$ cat config.mk
export PLATFORM = sky130hd
export DESIGN_NAME = fpks_top
export DESIGN_NICKNAME = d
export VERILOG_FILES = /design/src/inc/fpks_pkg.sv /design/src/inc/fpks_sync_if.sv /design/src/rtl/fpks_sync.sv /design/src/rtl/fpks_top.sv
export VERILOG_INCLUDE_DIRS = /design/src /design/src/inc
export SDC_FILE = /design/constraint.sdc
export NUM_CORES = 1
export LEC_CHECK = 0
export BUFFER_PORTS_ARGS = -buffer_cell sky130_fd_sc_hd__buf_4
export CORE_MARGIN = 2
export CORE_UTILIZATION = 40
export CTS_BUF_LIST = sky130_fd_sc_hd__clkbuf_2 sky130_fd_sc_hd__clkbuf_4 sky130_fd_sc_hd__clkbuf_8
export CTS_CLUSTER_DIAMETER = 60
export DETAILED_ROUTE_END_ITERATION = 10
export GPL_ROUTABILITY_DRIVEN = 1
export GPL_TIMING_DRIVEN = 0
export SETUP_SLACK_MARGIN = 0.2
export SYNTH_ARGS = -nofsm -noshare
export SYNTH_HDL_FRONTEND = slang
export SYNTH_SLANG_ARGS = --single-unit
$ cat constraint.sdc
create_clock -name clk -period 2.74 [get_ports clk]
set_input_delay 0.411 -clock clk [delete_from_list [all_inputs] [get_ports clk]]
set_output_delay 0.411 -clock clk [all_outputs]
set_load 0.03 [all_outputs]
$ cat src/inc/fpks_defs.svh
// constants for the front panel key scanner
`ifndef FPKS_DEFS_SVH
`define FPKS_DEFS_SVH
`define FPKS_CLK_HZ 10000000
`define FPKS_ROW_PERIOD_US 100
`define FPKS_ROW_CYCLES ((`FPKS_CLK_HZ / 1000000) * `FPKS_ROW_PERIOD_US)
`define FPKS_ROW_CNT_W 10
`define FPKS_ROWS 4
`define FPKS_COLS 8
`define FPKS_FRAME_BITS 16
`define FPKS_BIT_CNT_W 4
`define FPKS_SPEED_WINDOW_MS 100
`define FPKS_SPEED_CYCLES ((`FPKS_CLK_HZ / 1000) * `FPKS_SPEED_WINDOW_MS)
`define FPKS_SPEED_CNT_W 20
`define FPKS_ROW_IDLE 4'hF
`define FPKS_ROW_RESET 4'hE
`define FPKS_COL_IDLE 8'hFF
`define FPKS_SYNC_W 6
// idle pin levels: switch, phases and chip select high, mosi high, clock low
`define FPKS_SYNC_IDLE 6'h3E
`endif

$ cat src/inc/fpks_pkg.sv
// types for the front panel key scanner
package fpks_pkg;
	typedef enum logic [3:0] {
		FPKS_ROW0 = 4'h1,
		FPKS_ROW1 = 4'h2,
		FPKS_ROW2 = 4'h4,
		FPKS_ROW3 = 4'h8
	} fpks_row_type;
	typedef logic [7:0] fpks_cols_type;
endpackage

$ cat src/inc/fpks_sync_if.sv
// raw pins in and synchronised levels out of the input synchroniser
`timescale 1ns/1ps
`default_nettype none
interface fpks_sync_if;
	logic [5:0] raw;
	logic [5:0] synced;
	modport sync (input raw, output synced);
	modport user (output raw, input synced);
endinterface
`default_nettype wire

$ cat src/rtl/fpks_sync.sv
// two-flop synchroniser for the serial and encoder pins
`timescale 1ns/1ps
`default_nettype none
`include "fpks_defs.svh"
module fpks_sync
	import fpks_pkg::*;
(
	input wire logic clk,
	input wire logic rst,
	fpks_sync_if.sync pins
);
	logic [`FPKS_SYNC_W-1:0] meta_q;
	logic [`FPKS_SYNC_W-1:0] meta_d;
	logic [`FPKS_SYNC_W-1:0] stable_q;
	logic [`FPKS_SYNC_W-1:0] stable_d;
	always_comb begin
		meta_d = pins.raw;
		stable_d = meta_q;
	end
	always_ff @(posedge clk) begin
		if (rst) begin
			// clock bit resets low so the edge finder sees no false rise
			meta_q <= `FPKS_SYNC_IDLE;
			stable_q <= `FPKS_SYNC_IDLE;
		end else begin
			meta_q <= meta_d;
			stable_q <= stable_d;
		end
	end
	assign pins.synced = stable_q;
endmodule
`default_nettype wire

$ cat src/rtl/fpks_top.sv
// front panel key scanner: row walker, column capture, serial slave, encoder
// How it works
// RL1: exactly one of four rows is driven low, the other three high.
// RL2: the low row steps through all four rows and repeats continuously.
// RL3: columns are sampled; a key is the responding column with the low row.
// RL4: host shifts in on MOSI while keypress response shifts out on MISO.
// RL5: serial bus is ignored unless the keypad chip select is low.
// RL6: encoder phases and switch give direction, speed and switch state.
// RL7: a column reading low while its row is low is a pressed key.
`timescale 1ns/1ps
`default_nettype none
`include "fpks_defs.svh"
module fpks_top
	import fpks_pkg::*;
(
	input wire logic clk,
	input wire logic rst,
	output logic [3:0] rowDrive,
	input wire logic [7:0] colSense,
	input wire logic spiSck,
	input wire logic spiMosi,
	input wire logic keypadChipSelectN,
	output logic spiMiso,
	output logic spiMisoOe,
	input wire logic encoderPhaseA,
	input wire logic encoderPhaseB,
	input wire logic encoderSwitchN,
	output logic encoderDirUp,
	output logic [7:0] encoderSpeed,
	output logic encoderSwitch,
	output logic [7:0] scanPattern
);
	fpks_sync_if pins();
	fpks_sync u_sync (
		.clk(clk),
		.rst(rst),
		.pins(pins)
	);
	logic [7:0] colMeta_q;
	logic [7:0] colSync_q;
	assign pins.raw = {encoderSwitchN, encoderPhaseB, encoderPhaseA,
		keypadChipSelectN, spiMosi, spiSck};
	logic sckS, mosiS, csNS, phaS, phbS, swNS;
	assign {swNS, phbS, phaS, csNS, mosiS, sckS} = pins.synced;

	// ----------------------------------------
	// row walker
	// ----------------------------------------
	fpks_row_type row_q, row_d;
	logic [`FPKS_ROW_CNT_W-1:0] rowCnt_q, rowCnt_d;
	logic [31:0] keyMap_q, keyMap_d;
	logic [31:0] keyLatch_q, keyLatch_d;
	logic [3:0] rowDrive_q, rowDrive_d;
	function automatic logic [1:0] rowIndex(input fpks_row_type r);
		case (r)
			FPKS_ROW0: rowIndex = 2'h0;
			FPKS_ROW1: rowIndex = 2'h1;
			FPKS_ROW2: rowIndex = 2'h2;
			FPKS_ROW3: rowIndex = 2'h3;
			default: rowIndex = 2'h0;
		endcase
	endfunction
	always_comb begin
		row_d = row_q;
		rowCnt_d = rowCnt_q + `FPKS_ROW_CNT_W'(1);
		keyMap_d = keyMap_q;
		keyLatch_d = keyLatch_q;
		if (rowCnt_q == `FPKS_ROW_CNT_W'(`FPKS_ROW_CYCLES - 1)) begin
			rowCnt_d = '0;
			// columns settle for a whole row period before capture
			keyMap_d[rowIndex(row_q)*8 +: 8] = ~colSync_q; // [RL3] [RL7]
			case (row_q) // [RL2]
				FPKS_ROW0: row_d = FPKS_ROW1;
				FPKS_ROW1: row_d = FPKS_ROW2;
				FPKS_ROW2: row_d = FPKS_ROW3;
				FPKS_ROW3: begin
					row_d = FPKS_ROW0;
					keyLatch_d = keyMap_d;
				end
				default: row_d = FPKS_ROW0;
			endcase
		end
		rowDrive_d = ~row_d; // [RL1]
	end
	always_ff @(posedge clk) begin
		if (rst) begin
			row_q <= FPKS_ROW0;
			rowCnt_q <= '0;
			keyMap_q <= '0;
			keyLatch_q <= '0;
			rowDrive_q <= `FPKS_ROW_RESET;
			colMeta_q <= `FPKS_COL_IDLE;
			colSync_q <= `FPKS_COL_IDLE;
		end else begin
			row_q <= row_d;
			rowCnt_q <= rowCnt_d;
			keyMap_q <= keyMap_d;
			keyLatch_q <= keyLatch_d;
			rowDrive_q <= rowDrive_d;
			colMeta_q <= colSense;
			colSync_q <= colMeta_q;
		end
	end
	assign rowDrive = rowDrive_q;

	// ----------------------------------------
	// serial slave, mode 0, msb first
	// ----------------------------------------
	logic sckPrev_q;
	logic [`FPKS_BIT_CNT_W-1:0] bitCnt_q, bitCnt_d;
	logic [15:0] shOut_q, shOut_d;
	logic [7:0] shIn_q, shIn_d;
	logic [7:0] pattern_q, pattern_d;
	logic miso_q, miso_d, misoOe_q, misoOe_d;
	logic csPrev_q;
	wire sckRise = sckS & ~sckPrev_q;
	wire sckFall = ~sckS & sckPrev_q;
	wire csFall = ~csNS & csPrev_q;
	// response: selected row's columns, frame picks row from the pattern's low bits
	logic [7:0] respCols;
	always_comb begin
		respCols = keyLatch_q[pattern_q[1:0]*8 +: 8];
	end
	always_comb begin
		bitCnt_d = bitCnt_q;
		shOut_d = shOut_q;
		shIn_d = shIn_q;
		pattern_d = pattern_q;
		miso_d = miso_q;
		misoOe_d = ~csNS; // [RL5]
		if (csNS) begin // [RL5]
			bitCnt_d = '0;
			miso_d = 1'b0;
		end else if (csFall) begin
			shOut_d = {respCols, row_q, 4'h0};
			miso_d = respCols[7];
			shOut_d = {shOut_d[14:0], 1'b0};
			bitCnt_d = '0;
		end else begin
			if (sckRise) begin // [RL4]
				shIn_d = {shIn_q[6:0], mosiS};
				bitCnt_d = bitCnt_q + `FPKS_BIT_CNT_W'(1);
				if (bitCnt_q == `FPKS_BIT_CNT_W'(7))
					pattern_d = {shIn_q[6:0], mosiS};
			end
			if (sckFall) begin // [RL4]
				miso_d = shOut_q[15];
				shOut_d = {shOut_q[14:0], 1'b0};
			end
		end
	end
	always_ff @(posedge clk) begin
		if (rst) begin
			sckPrev_q <= 1'b0;
			csPrev_q <= 1'b1;
			bitCnt_q <= '0;
			shOut_q <= '0;
			shIn_q <= '0;
			pattern_q <= '0;
			miso_q <= 1'b0;
			misoOe_q <= 1'b0;
		end else begin
			sckPrev_q <= sckS;
			csPrev_q <= csNS;
			bitCnt_q <= bitCnt_d;
			shOut_q <= shOut_d;
			shIn_q <= shIn_d;
			pattern_q <= pattern_d;
			miso_q <= miso_d;
			misoOe_q <= misoOe_d;
		end
	end
	assign spiMiso = miso_q;
	assign spiMisoOe = misoOe_q;
	assign scanPattern = pattern_q;

	// ----------------------------------------
	// quadrature decoder
	// ----------------------------------------
	logic [1:0] phPrev_q;
	logic dir_q, dir_d, sw_q, sw_d;
	logic [7:0] steps_q, steps_d, speed_q, speed_d;
	logic [`FPKS_SPEED_CNT_W-1:0] winCnt_q, winCnt_d;
	logic [1:0] phNow;
	logic stepFwd, stepRev;
	always_comb begin
		phNow = {phaS, phbS};
		// gray order 00-01-11-10 is forward; a double jump is dropped as noise
		stepFwd = (phNow != phPrev_q) && (phNow == {phPrev_q[0], ~phPrev_q[1]});
		stepRev = (phNow != phPrev_q) && (phNow == {~phPrev_q[0], phPrev_q[1]});
		dir_d = dir_q;
		steps_d = steps_q;
		speed_d = speed_q;
		winCnt_d = winCnt_q + `FPKS_SPEED_CNT_W'(1);
		if (stepFwd)
			dir_d = 1'b1; // [RL6]
		else if (stepRev)
			dir_d = 1'b0; // [RL6]
		if ((stepFwd || stepRev) && steps_q != 8'hFF)
			steps_d = steps_q + 8'h01;
		if (winCnt_q == `FPKS_SPEED_CNT_W'(`FPKS_SPEED_CYCLES - 1)) begin
			winCnt_d = '0;
			speed_d = steps_d; // [RL6]
			steps_d = '0;
		end
		sw_d = ~swNS; // [RL6]
	end
	always_ff @(posedge clk) begin
		if (rst) begin
			phPrev_q <= 2'h3;
			dir_q <= 1'b0;
			sw_q <= 1'b0;
			steps_q <= '0;
			speed_q <= '0;
			winCnt_q <= '0;
		end else begin
			phPrev_q <= phNow;
			dir_q <= dir_d;
			sw_q <= sw_d;
			steps_q <= steps_d;
			speed_q <= speed_d;
			winCnt_q <= winCnt_d;
		end
	end
	assign encoderDirUp = dir_q;
	assign encoderSpeed = speed_q;
	assign encoderSwitch = sw_q;
endmodule
`default_nettype wire

### Yosys cells after proc, flatten, opt, wreduce, memory -nomap -nowiden

Index checks and enable logic that the tools add are counted.

| cells by class | value |
|---|---|
| add/subtract/negate cells | 5 |
| $mul | 0 |
| divide/modulo/power cells | 0 |
| $lt $le $gt $ge | 0 |
| equality and inequality tests | 11 |
| shift-type cells | 3 |
| mux-type cells | 12 |
| bitwise logic cells | 12 |
| reduce and logical (&&, ||, !) cells | 14 |

Operator list:

| operator | count |
|---|---|
| $neg 5->34 | 1 |
| $shift 8x34->32 const A | 1 |
| $shiftx 8x34->32 | 1 |
| $bwmux 32 | 1 |
| $mux 16 | 2 |
| $shiftx 32x6->8 | 1 |
| $add 20x1->20 const B | 1 |
| $eq 20x20->1 const B | 1 |
| $pmux 4 s3 | 1 |
| $add 10x1->10 const B | 1 |
| $eq 10x10->1 const B | 1 |
| $add 8x1->8 const B | 1 |
| $eq 4x3->1 const B | 2 |
| $mux 8 | 1 |
| $ne 8x8->1 const B | 1 |
| $not 8->8 | 1 |
| $not 1->1 | 7 |
| $pmux 2 s3 | 1 |
| $reduce_or 2->1 | 3 |
| $add 4x1->4 const B | 1 |
| $eq 2x2->1 | 2 |
| $eq 4x1->1 const B | 1 |
| $eq 4x2->1 const B | 1 |
| $eq 4x4->1 const B | 1 |
| other kinds (13) | 22 |

| word-level totals | value |
|---|---|
| flip-flop bits (word level) | 189 |
| latch bits | 0 |
| memory bits (writable) | 0 |
| bits in read-only memories | 0 |
| input bits | 16 |
| output and inout bits | 24 |
| logic and storage cells | 80 |
| memories kept | 0 |

### Longest topological paths before layout

Gate-level depths: netlist (run 1).

| depth | value |
|---|---|
| depth in word-level cells | 6 |
| gate-level depth with buffers | 11 |
| gate-level depth less buffers | 8 |

### By module

A second synthesis (run 1) with hierarchy kept.

| second synthesis, totals | value |
|---|---|
| cell total of the unflattened synthesis | 787 |
| area total of the unflattened synthesis | 7283.2 µm² |

By module, submodules not included:

| module | times used | cells each | area an instance (µm²) | sequential area each (µm²) |
|---|---|---|---|---|
| fpks_top | 1 | 762 | 6957.9 | 3443.3 |
| fpks_sync | 1 | 25 | 325.3 | 240.2 |

### Worst setup path after synthesis (run 1)

OpenSTA, ideal clock, no wires.

| timing | value |
|---|---|
| path type | register to register |
| start point | register row_q[3] |
| end point | register keyMap_q[10] |
| library setup time | 0.065 ns |
| arrival time | 2.294 ns |
| data required time | 2.675 ns |
| setup slack | 0.381 ns |
| cell stages (with the launch flop) | 12 |
| buffers on the path | 3 |
| clock period less this slack | 2.359 ns |
| cells stage by stage | dfxtp_1 clkbuf_1 xor2_1 nand2_1 inv_1 ha_1 buf_1 nand4_1 or2_1 clkbuf_1 a2bb2oi_1 nor2_1 |

| between the ends | value |
|---|---|
| longest elaborated chain between the ends | 6 |
| elaborated cells on any way between the ends | 9 |
| those cells by class | add/sub (1); eq/ne (3); shift (2); mux (3) |

RTL lines:

| item | RTL line | source |
|---|---|---|
| from (decl) | fpks_top.sv:49 | `fpks_row_type row_q, row_d;` |
| from (signal assigned) | fpks_top.sv:95 | `row_q <= row_d;` |
| $eq 4x4->1 (tied with other cells) | fpks_top.sv:55 | `case (r)` |
| $pmux 2 s3 * | fpks_top.sv:55 |  |
| $mux 2 * | fpks_top.sv:68 | `` if (rowCnt_q == `FPKS_ROW_CNT_W'(`FPKS_ROW_CYCLES - 1)) begin `` |
| $neg 5->34 * | fpks_top.sv:71 | `keyMap_d[rowIndex(row_q)*8 +: 8] = ~colSync_q;` |
| $shiftx 8x34->32 or $shift 8x34->32 (tied branches) | fpks_top.sv:71 |  |
| $bwmux 32 * | fpks_top.sv:71 |  |
| to (signal assigned) | fpks_top.sv:97 | `keyMap_q <= keyMap_d;` |
| to (decl) | fpks_top.sv:51 | `logic [31:0] keyMap_q, keyMap_d;` |

Mark *: on every way between the ends. The rest lies on a longest branch, timed or not. The select of a mux whose other input is x is not followed.
A chain may end at the register's enable or synchronous reset.

### Worst setup path in the final report (run 1)

| timing | value |
|---|---|
| start point | register row_q[3] |
| end point | register keyMap_q[7] |

The elaborated chain is that of the path after synthesis.

==> results.txt, run 1 <==
Nets - 850
Post-synth ARST share - 0
CP required - 3.13 ns
Max-slew headroom - 0.444
R2R depth - 9
R2R Path End - keyMap_q[7]
Port Buf Inserts - 38
Setup TNS Final - 0 ns
Post-Synth Simple-Gate Area - 0.211
vias per inst - 4.94
worst hold path type - in2reg
outcome - finished, final reports clean
number of global-route vias before repair - 5014
# hold bufs at CTS - 0
share of cells above drive strength 1 - 0.160
Peak VDD IR - 0.000303 V
leakage - 2.94 nW
Worst Path Arrival - 2.74 ns
fin. max-slew vios - 0
worst slew pin tran - 0.830 ns
initial DRC count - 353
clock latency on the worst-skew pair - 0.46 ns
post-route cell area - 0.00811 sq mm
Critical Path Sink - keyMap_q[7]
Global Route met2 Usage - 0.268
Synth cell types - 44
Setup WS post-layout - 0.389 ns
CP startpoint - row_q[3]
combinational family with the most area after synthesis - simple AND/OR/NAND/NOR gates
leading area contributor after synthesis - dfxtp_1
DRT Wirelength - 15500 um
FILL cells - 1687
Post-synth top flop - dfxtp_1
Hold Worst Slack - 0.135 ns
RSZ-0062 raised after global routing - false
grt met3 use - 0.0437
DRC viols - 0
# rows - 48
met1 usage - 0.249
EDFF count, synth - 0
Initial Utilization - 0.409
Synth Area per Inst - 9.23 sq um
CTS tree - built
clock period minus worst slack - 2.35 ns
All-Layer GR Usage - 0.177
CTS buffer count - 17
post-synthesis compound-gate area fraction - 0.118
commonest non-fill, non-tap cell in the layout - dfxtp_1
Synth Area in Adders - 0.0141
Final GP Congestion - 0.838
GRT Residual Overflow - 0
power density over cell area - 580 mW/mm^2
top post-synthesis cells by area - dfxtp_1, nor2_1, a2bb2oi_1
Max clock buf depth - 2
first-pass GRT wire length - 25700 um
Post-DRT Antenna Nets - 0
sequential standard cell area - 0.00368 sq mm
Pre-antenna DRT Iters - 4
Reg clk slew, reported paths - 0.08 ns
clock tree sinks - 184
Mapped Area - 0.00708 sq mm
most frequent cells in the layout - dfxtp_1, nor2_1, nand2_1, buf_4, a2bb2oi_1
Die H - 137 um
YS warnings - 0
crit-path leading delay family - simple AND/OR/NAND/NOR gates
sequential fraction of the synthesis area - 0.520
Yosys reg bits - 184
skew final - 0.0123 ns
busiest grt layer - met2
largest net degree at the start of global routing - 17
die width - 137 um
vias - 5256
Hold Startpoint - colSense[3]
Total Die Area - 0.0188 sq mm
crit-path max cell delay - 0.53 ns
Post-Synth XOR/XNOR Area - 0.0495
pre-CTS setup slack - -0.291 ns
crit share post-route - 0.858
Post-Syn Instances - 767
Worst Path Max Fanout - 9
r2r setup slk - 0.39 ns
Fin. Hold Viols - 0
Root Buffer - clkbuf_8
share of Yosys cell area claimed by the top area cell type - 0.520
final setup vio count - 0
Crit Reg-Reg Startpoint - row_q[3]
IO Pins - 40
Setup crit end kind - register
Placed Instance Area - 0.00765 sq mm
Post-Syn Nets - 791
Worst Path Buf+Inv - 3
Core ar. - 0.0173 sq mm
Max Cap Viol - 0
initial antenna violation count - 0
startpoint types - register
final core utilization - 0.469
mux cell area share after synthesis - 0.0438
FMAX - 425 MHz
critical path, cell by cell - clkbuf_2 > xor2_2 > nand2_1 > ha_1 > clkinvlp_4 > or4_1 > buf_2 > a2bb2oi_1 > nor2_1
instance count on the critical path - 9
Routed WL per cell - 14.5 um
area growth from synthesis to layout - 14.5%
slowest CP cell - or4_1
multi-input logic area - 0.00313 sq mm
htree depth - 4
DP Wirelength - 10700 um
kind of critical path - reg2reg
-- state kept, by name, indices dropped and copies added (netlist names), 2 cells and up --
register            cells
keyLatch_q             32
keyMap_q               32
winCnt_q               20
shOut_q                11
rowCnt_q               10
colMeta_q               8
colSync_q               8
encoderSpeed            8
scanPattern             8
steps_q                 8
shIn_q                  7
u_sync.meta_q           6
u_sync.pins.synced      6
bitCnt_q                4
rowDrive                4
row_q                   4
phPrev_q                2
-- metrics by stage --
step	instances	power (mW)
final	1064	4.71
after global placement	1030	2.98
after detailed placement	1030	2.98
after floorplan	767	2.92
after global routing	1063	4.89
after CTS	1063	4.76
-- metal layers --
metal	vias up	routed length, um
met1	2441	7950
li1	2726	-
met3	13	617
met2	76	6740
met5	-	0
met4	0	178
-- cell families (layout without fill, tap and decap cells) --
family          count (synthesis)  after routing
buf+inv                        76            147
other cells                     0              1
mux                            21             21
compound gates                116            116
fa+ha+maj                       8              8
flops                         184            184
xor+xnor                       40             40
simple gates                  322            322
-- synth_stat cells, types with 8 or more instances --
master and number:
o21ai_0 13, a2bb2oi_1 32, ha_1 8, xor2_1 25, nor2_1 142, a311oi_1 10, o221ai_1 16, nand3_1 16
mux2i_1 13, or2_2 29, nor3_1 21, nand2_1 58, a21oi_1 27, xnor2_1 15, inv_1 28, buf_2 8
dfxtp_1 184, o2bb2ai_1 8, nand4_1 14, clkbuf_1 34, mux4_2 8
-- area by class of cell --
class                      instances  share of cell area
multi-input combinational        507               0.386
sequential                       184               0.454
inverter                          30              0.0144
antenna                            1            0.000309
tap                              225              0.0347
clock inverter                     6             0.00787
clock buffer                      25              0.0409
buffer                            46              0.0242
timing repair buffer              40              0.0370
-- repair_timing --
action                     in CTS  in global routing
pin swaps                       2                  1
setup endpoints to repair      32                 41
resized for setup               4                 10
buffers inserted                2                  0
-- how the worst min path moves through the flow --
stage	depth (start not counted)	to	slack, ns
after detailed placement	1	encoderSwitch	0.39
after global routing	2	u_sync.meta_q[3]	0.1
after global placement	1	encoderSwitch	0.39
after CTS	2	colMeta_q[3]	0.1
final	2	colMeta_q[3]	0.13
after floorplan	1	encoderSwitch	0.37
-- where the power goes --
part           total [mW]  switching, mW  internal [mW]
clock network        1.79          0.909          0.880
logic               0.169         0.0972         0.0723
registers            2.75         0.0340           2.71
total                4.71           1.04           3.67
(Power assumes the default switching activity.)
==> run 2, diff against run 1 <==
CORE_UTILIZATION = 57   (was 40)
CTS_CLUSTER_DIAMETER = not set   (was 60)
PLACE_DENSITY = 0.75   (was not set)
REMOVE_ABC_BUFFERS = 1   (was not set)
==> run 2 against run 1 <==
Worst setup slack worse by 0.081 ns. Flip-flop and latch count unchanged. Count of clock-buffer cells in the layout is 5 lower. Sequential share of layout area is 1.3 points higher. Design area fell by 2.8%. Utilization rose by 18 points. Clock power barely moved. Combinational power decreased by 11%. First-iteration DRC count rose by 27%. Clock skew shrank 0.0022 ns. Critical endpoint is now rowDrive[2]. Largest cell class unchanged.
==> results.txt, run 2 (synthesis results as in run 1) <==
Crit Reg-Reg Startpoint - rowCnt_q[0]
# rows - 40 (-17%)
vias - 5246 (-0.19%)
RSZ-0062 raised after global routing - true
DRT Wirelength - 13400 um (-13%)
R2R Path End - rowDrive[2]
share of cells above drive strength 1 - 0.157 (-0.00326)
FILL cells - 987 (-41%)
Setup WS post-layout - 0.308 ns (-0.0806 ns)
Root Buffer - clkbuf_8
Total Die Area - 0.0133 sq mm (-29%)
clock period minus worst slack - 2.43 ns (+0.0806 ns)
fin. max-slew vios - 0 (unchanged)
initial antenna violation count - 0 (unchanged)
Max-slew headroom - 0.187 (-0.257)
Nets - 811 (-4.6%)
Routed WL per cell - 13.9 um (-4.7%)
Final GP Congestion - 0.775 (-7.5%)
outcome - finished, final reports clean
initial DRC count - 450 (+27%)
Pwr Total - 4.71 mW (about the same)
clock tree sinks - 184 (unchanged)
Fin. Hold Viols - 0 (unchanged)
Port Buf Inserts - 39 (+2.6%)
IO Pins - 40 (unchanged)
largest registers - keyLatch_q x32, keyMap_q x32, winCnt_q x20
Max Cap Viol - 0 (unchanged)
die width - 115 um (-16%)
CTS tree - built
area growth from synthesis to layout - 11.3%
power density over cell area - 597 mW/mm^2 (+2.9%)
r2r setup slk - 0.31 ns (-0.08 ns)
kind of critical path - reg2reg
Pre-antenna DRT Iters - 4 (unchanged)
htree depth - 4 (unchanged)
worst slew pin tran - 1.22 ns (+0.389 ns)
antenna cells - 0 (-1)
Reg clk slew, reported paths - 0.08 ns (about the same)
pre-CTS setup slack - 0.0449 ns (+0.335 ns)
# hold bufs at CTS - 0 (unchanged)
CP required - 3.09 ns (-0.04 ns)
most frequent cells in the layout - dfxtp_1, nor2_1, nand2_1, buf_4, a2bb2oi_1
CTS buffer count - 17 (unchanged)
GRT Residual Overflow - 0 (unchanged)
DRC viols - 0 (unchanged)
final setup vio count - 0 (unchanged)
Core ar. - 0.0121 sq mm (-30%)
post-route cell area - 0.00788 sq mm (-2.8%)
clock latency on the worst-skew pair - 0.46 ns (about the same)
number of global-route vias before repair - 4993 (-0.42%)
Die H - 115 um (-16%)
vias per inst - 5.43 (+9.9%)
Hold Startpoint - encoderSwitchN
Worst Path Arrival - 2.78 ns (+0.04 ns)
skew final - 0.0101 ns (-0.00225 ns)
Initial Utilization - 0.587 (+0.178)
first-pass GRT wire length - 23000 um (-10%)
crit share post-route - 0.887 (+0.0294)
worst hold path type - in2reg
Placed Instance Area - 0.00743 sq mm (-2.9%)
Peak VDD IR - 0.000311 V (+2.7%)
leakage - 2.88 nW (-1.9%)
Setup crit end kind - register
worst hold path cell count - 2 (unchanged)
All-Layer GR Usage - 0.215 (+0.0379)
Worst Path Max Fanout - 11 (+2)
FMAX - 411 MHz (-3.3%)
commonest non-fill, non-tap cell in the layout - dfxtp_1
Post-DRT Antenna Nets - 0 (unchanged)
DP Wirelength - 8840 um (-17%)
Hold Path Sink - u_sync.meta_q[5]
R2R depth - 6 (-3)
Max clock buf depth - 2 (unchanged)
largest net degree at the start of global routing - 135 (+118)
startpoint types - register
run 2: cell types whose count changed in the layout (fill, tap and decap cells not counted), moves of 4 or more:
cell	delta
buf_2	-10
clkbuf_1	-31
clkbuf_8	-5
clkinv_2	+4
run 2: worst max-delay path by stage:
stage / start / end / slack (ns) / cells after the start
6_report: rowCnt_q[0] / rowDrive[2] / 0.31 / 6
3_3_place_gp: row_q[3] / keyLatch_q[10] / -1.90 / 5
2_1_floorplan: row_q[2] / keyLatch_q[10] / -0.66 / 5
5_1_grt: rowCnt_q[0] / rowDrive[2] / 0.18 / 6
3_5_place_dp: row_q[3] / keyMap_q[25] / 0.04 / 8
4_1_cts: row_q[3] / keyMap_q[1] / 0.23 / 7
run 2: routing by layer:
layer | vias up | GRT usage | share of wire | routed length [um]
met5 | - | 0 | 0 | 0
met4 | 0 | 0.0859 | 0.019 | 257
met2 | 105 | 0.342 | 0.48 | 6400
li1 | 2650 | - | - | -
met1 | 2468 | 0.287 | 0.47 | 6230
met3 | 23 | 0.0476 | 0.038 | 510
run 2: worst max-delay path: stages (launching register included):
cell     delay, ns
dfxtp_1       0.38
ha_1          0.29
nand4_1       0.23
or3_1         0.60
or4_1         0.54
a21oi_1       0.24
inv_2         0.04
run 2: final cells by class:
cell class	count	area (sq um)	area share
multi-input cells	507	3120	0.395
well taps	168	210	0.0267
repair buffers	47	364	0.0462
flip-flops and latches	184	3690	0.468
clock buffers	20	263	0.0333
inverters	30	113	0.0143
clock inverters	10	129	0.0163
run 2: per-stage QoR:
| step | setup TNS (ns) | std cells | utilization | hold WS, ns |
|---|---|---|---|---|
| 3_3_place_gp | -47.55 | 928 | 0.613 | 0.371 |
| 6_report | 0 | 966 | 0.654 | 0.129 |
| 4_1_cts | 0 | 966 | 0.652 | 0.106 |
| 5_1_grt | 0 | 966 | 0.654 | 0.111 |
| 2_1_floorplan | -15.52 | 721 | - | 0.365 |
| 3_5_place_dp | 0 | 930 | 0.616 | 0.378 |
run 2: what timing repair did:
item                                    in CTS  in global routing
buffers inserted                             6                  0
resized for setup                            0                  8
endpoints found under the setup margin      26                 52
endpoints found under the hold margin        0                  0
pin swaps                                    3                  0
run 2: power breakdown:
part	internal, mW	switching, mW
Sequential	2.71	0.0295
Clock	0.927	0.888
Combinational	0.0662	0.0853
Total	3.71	1.00
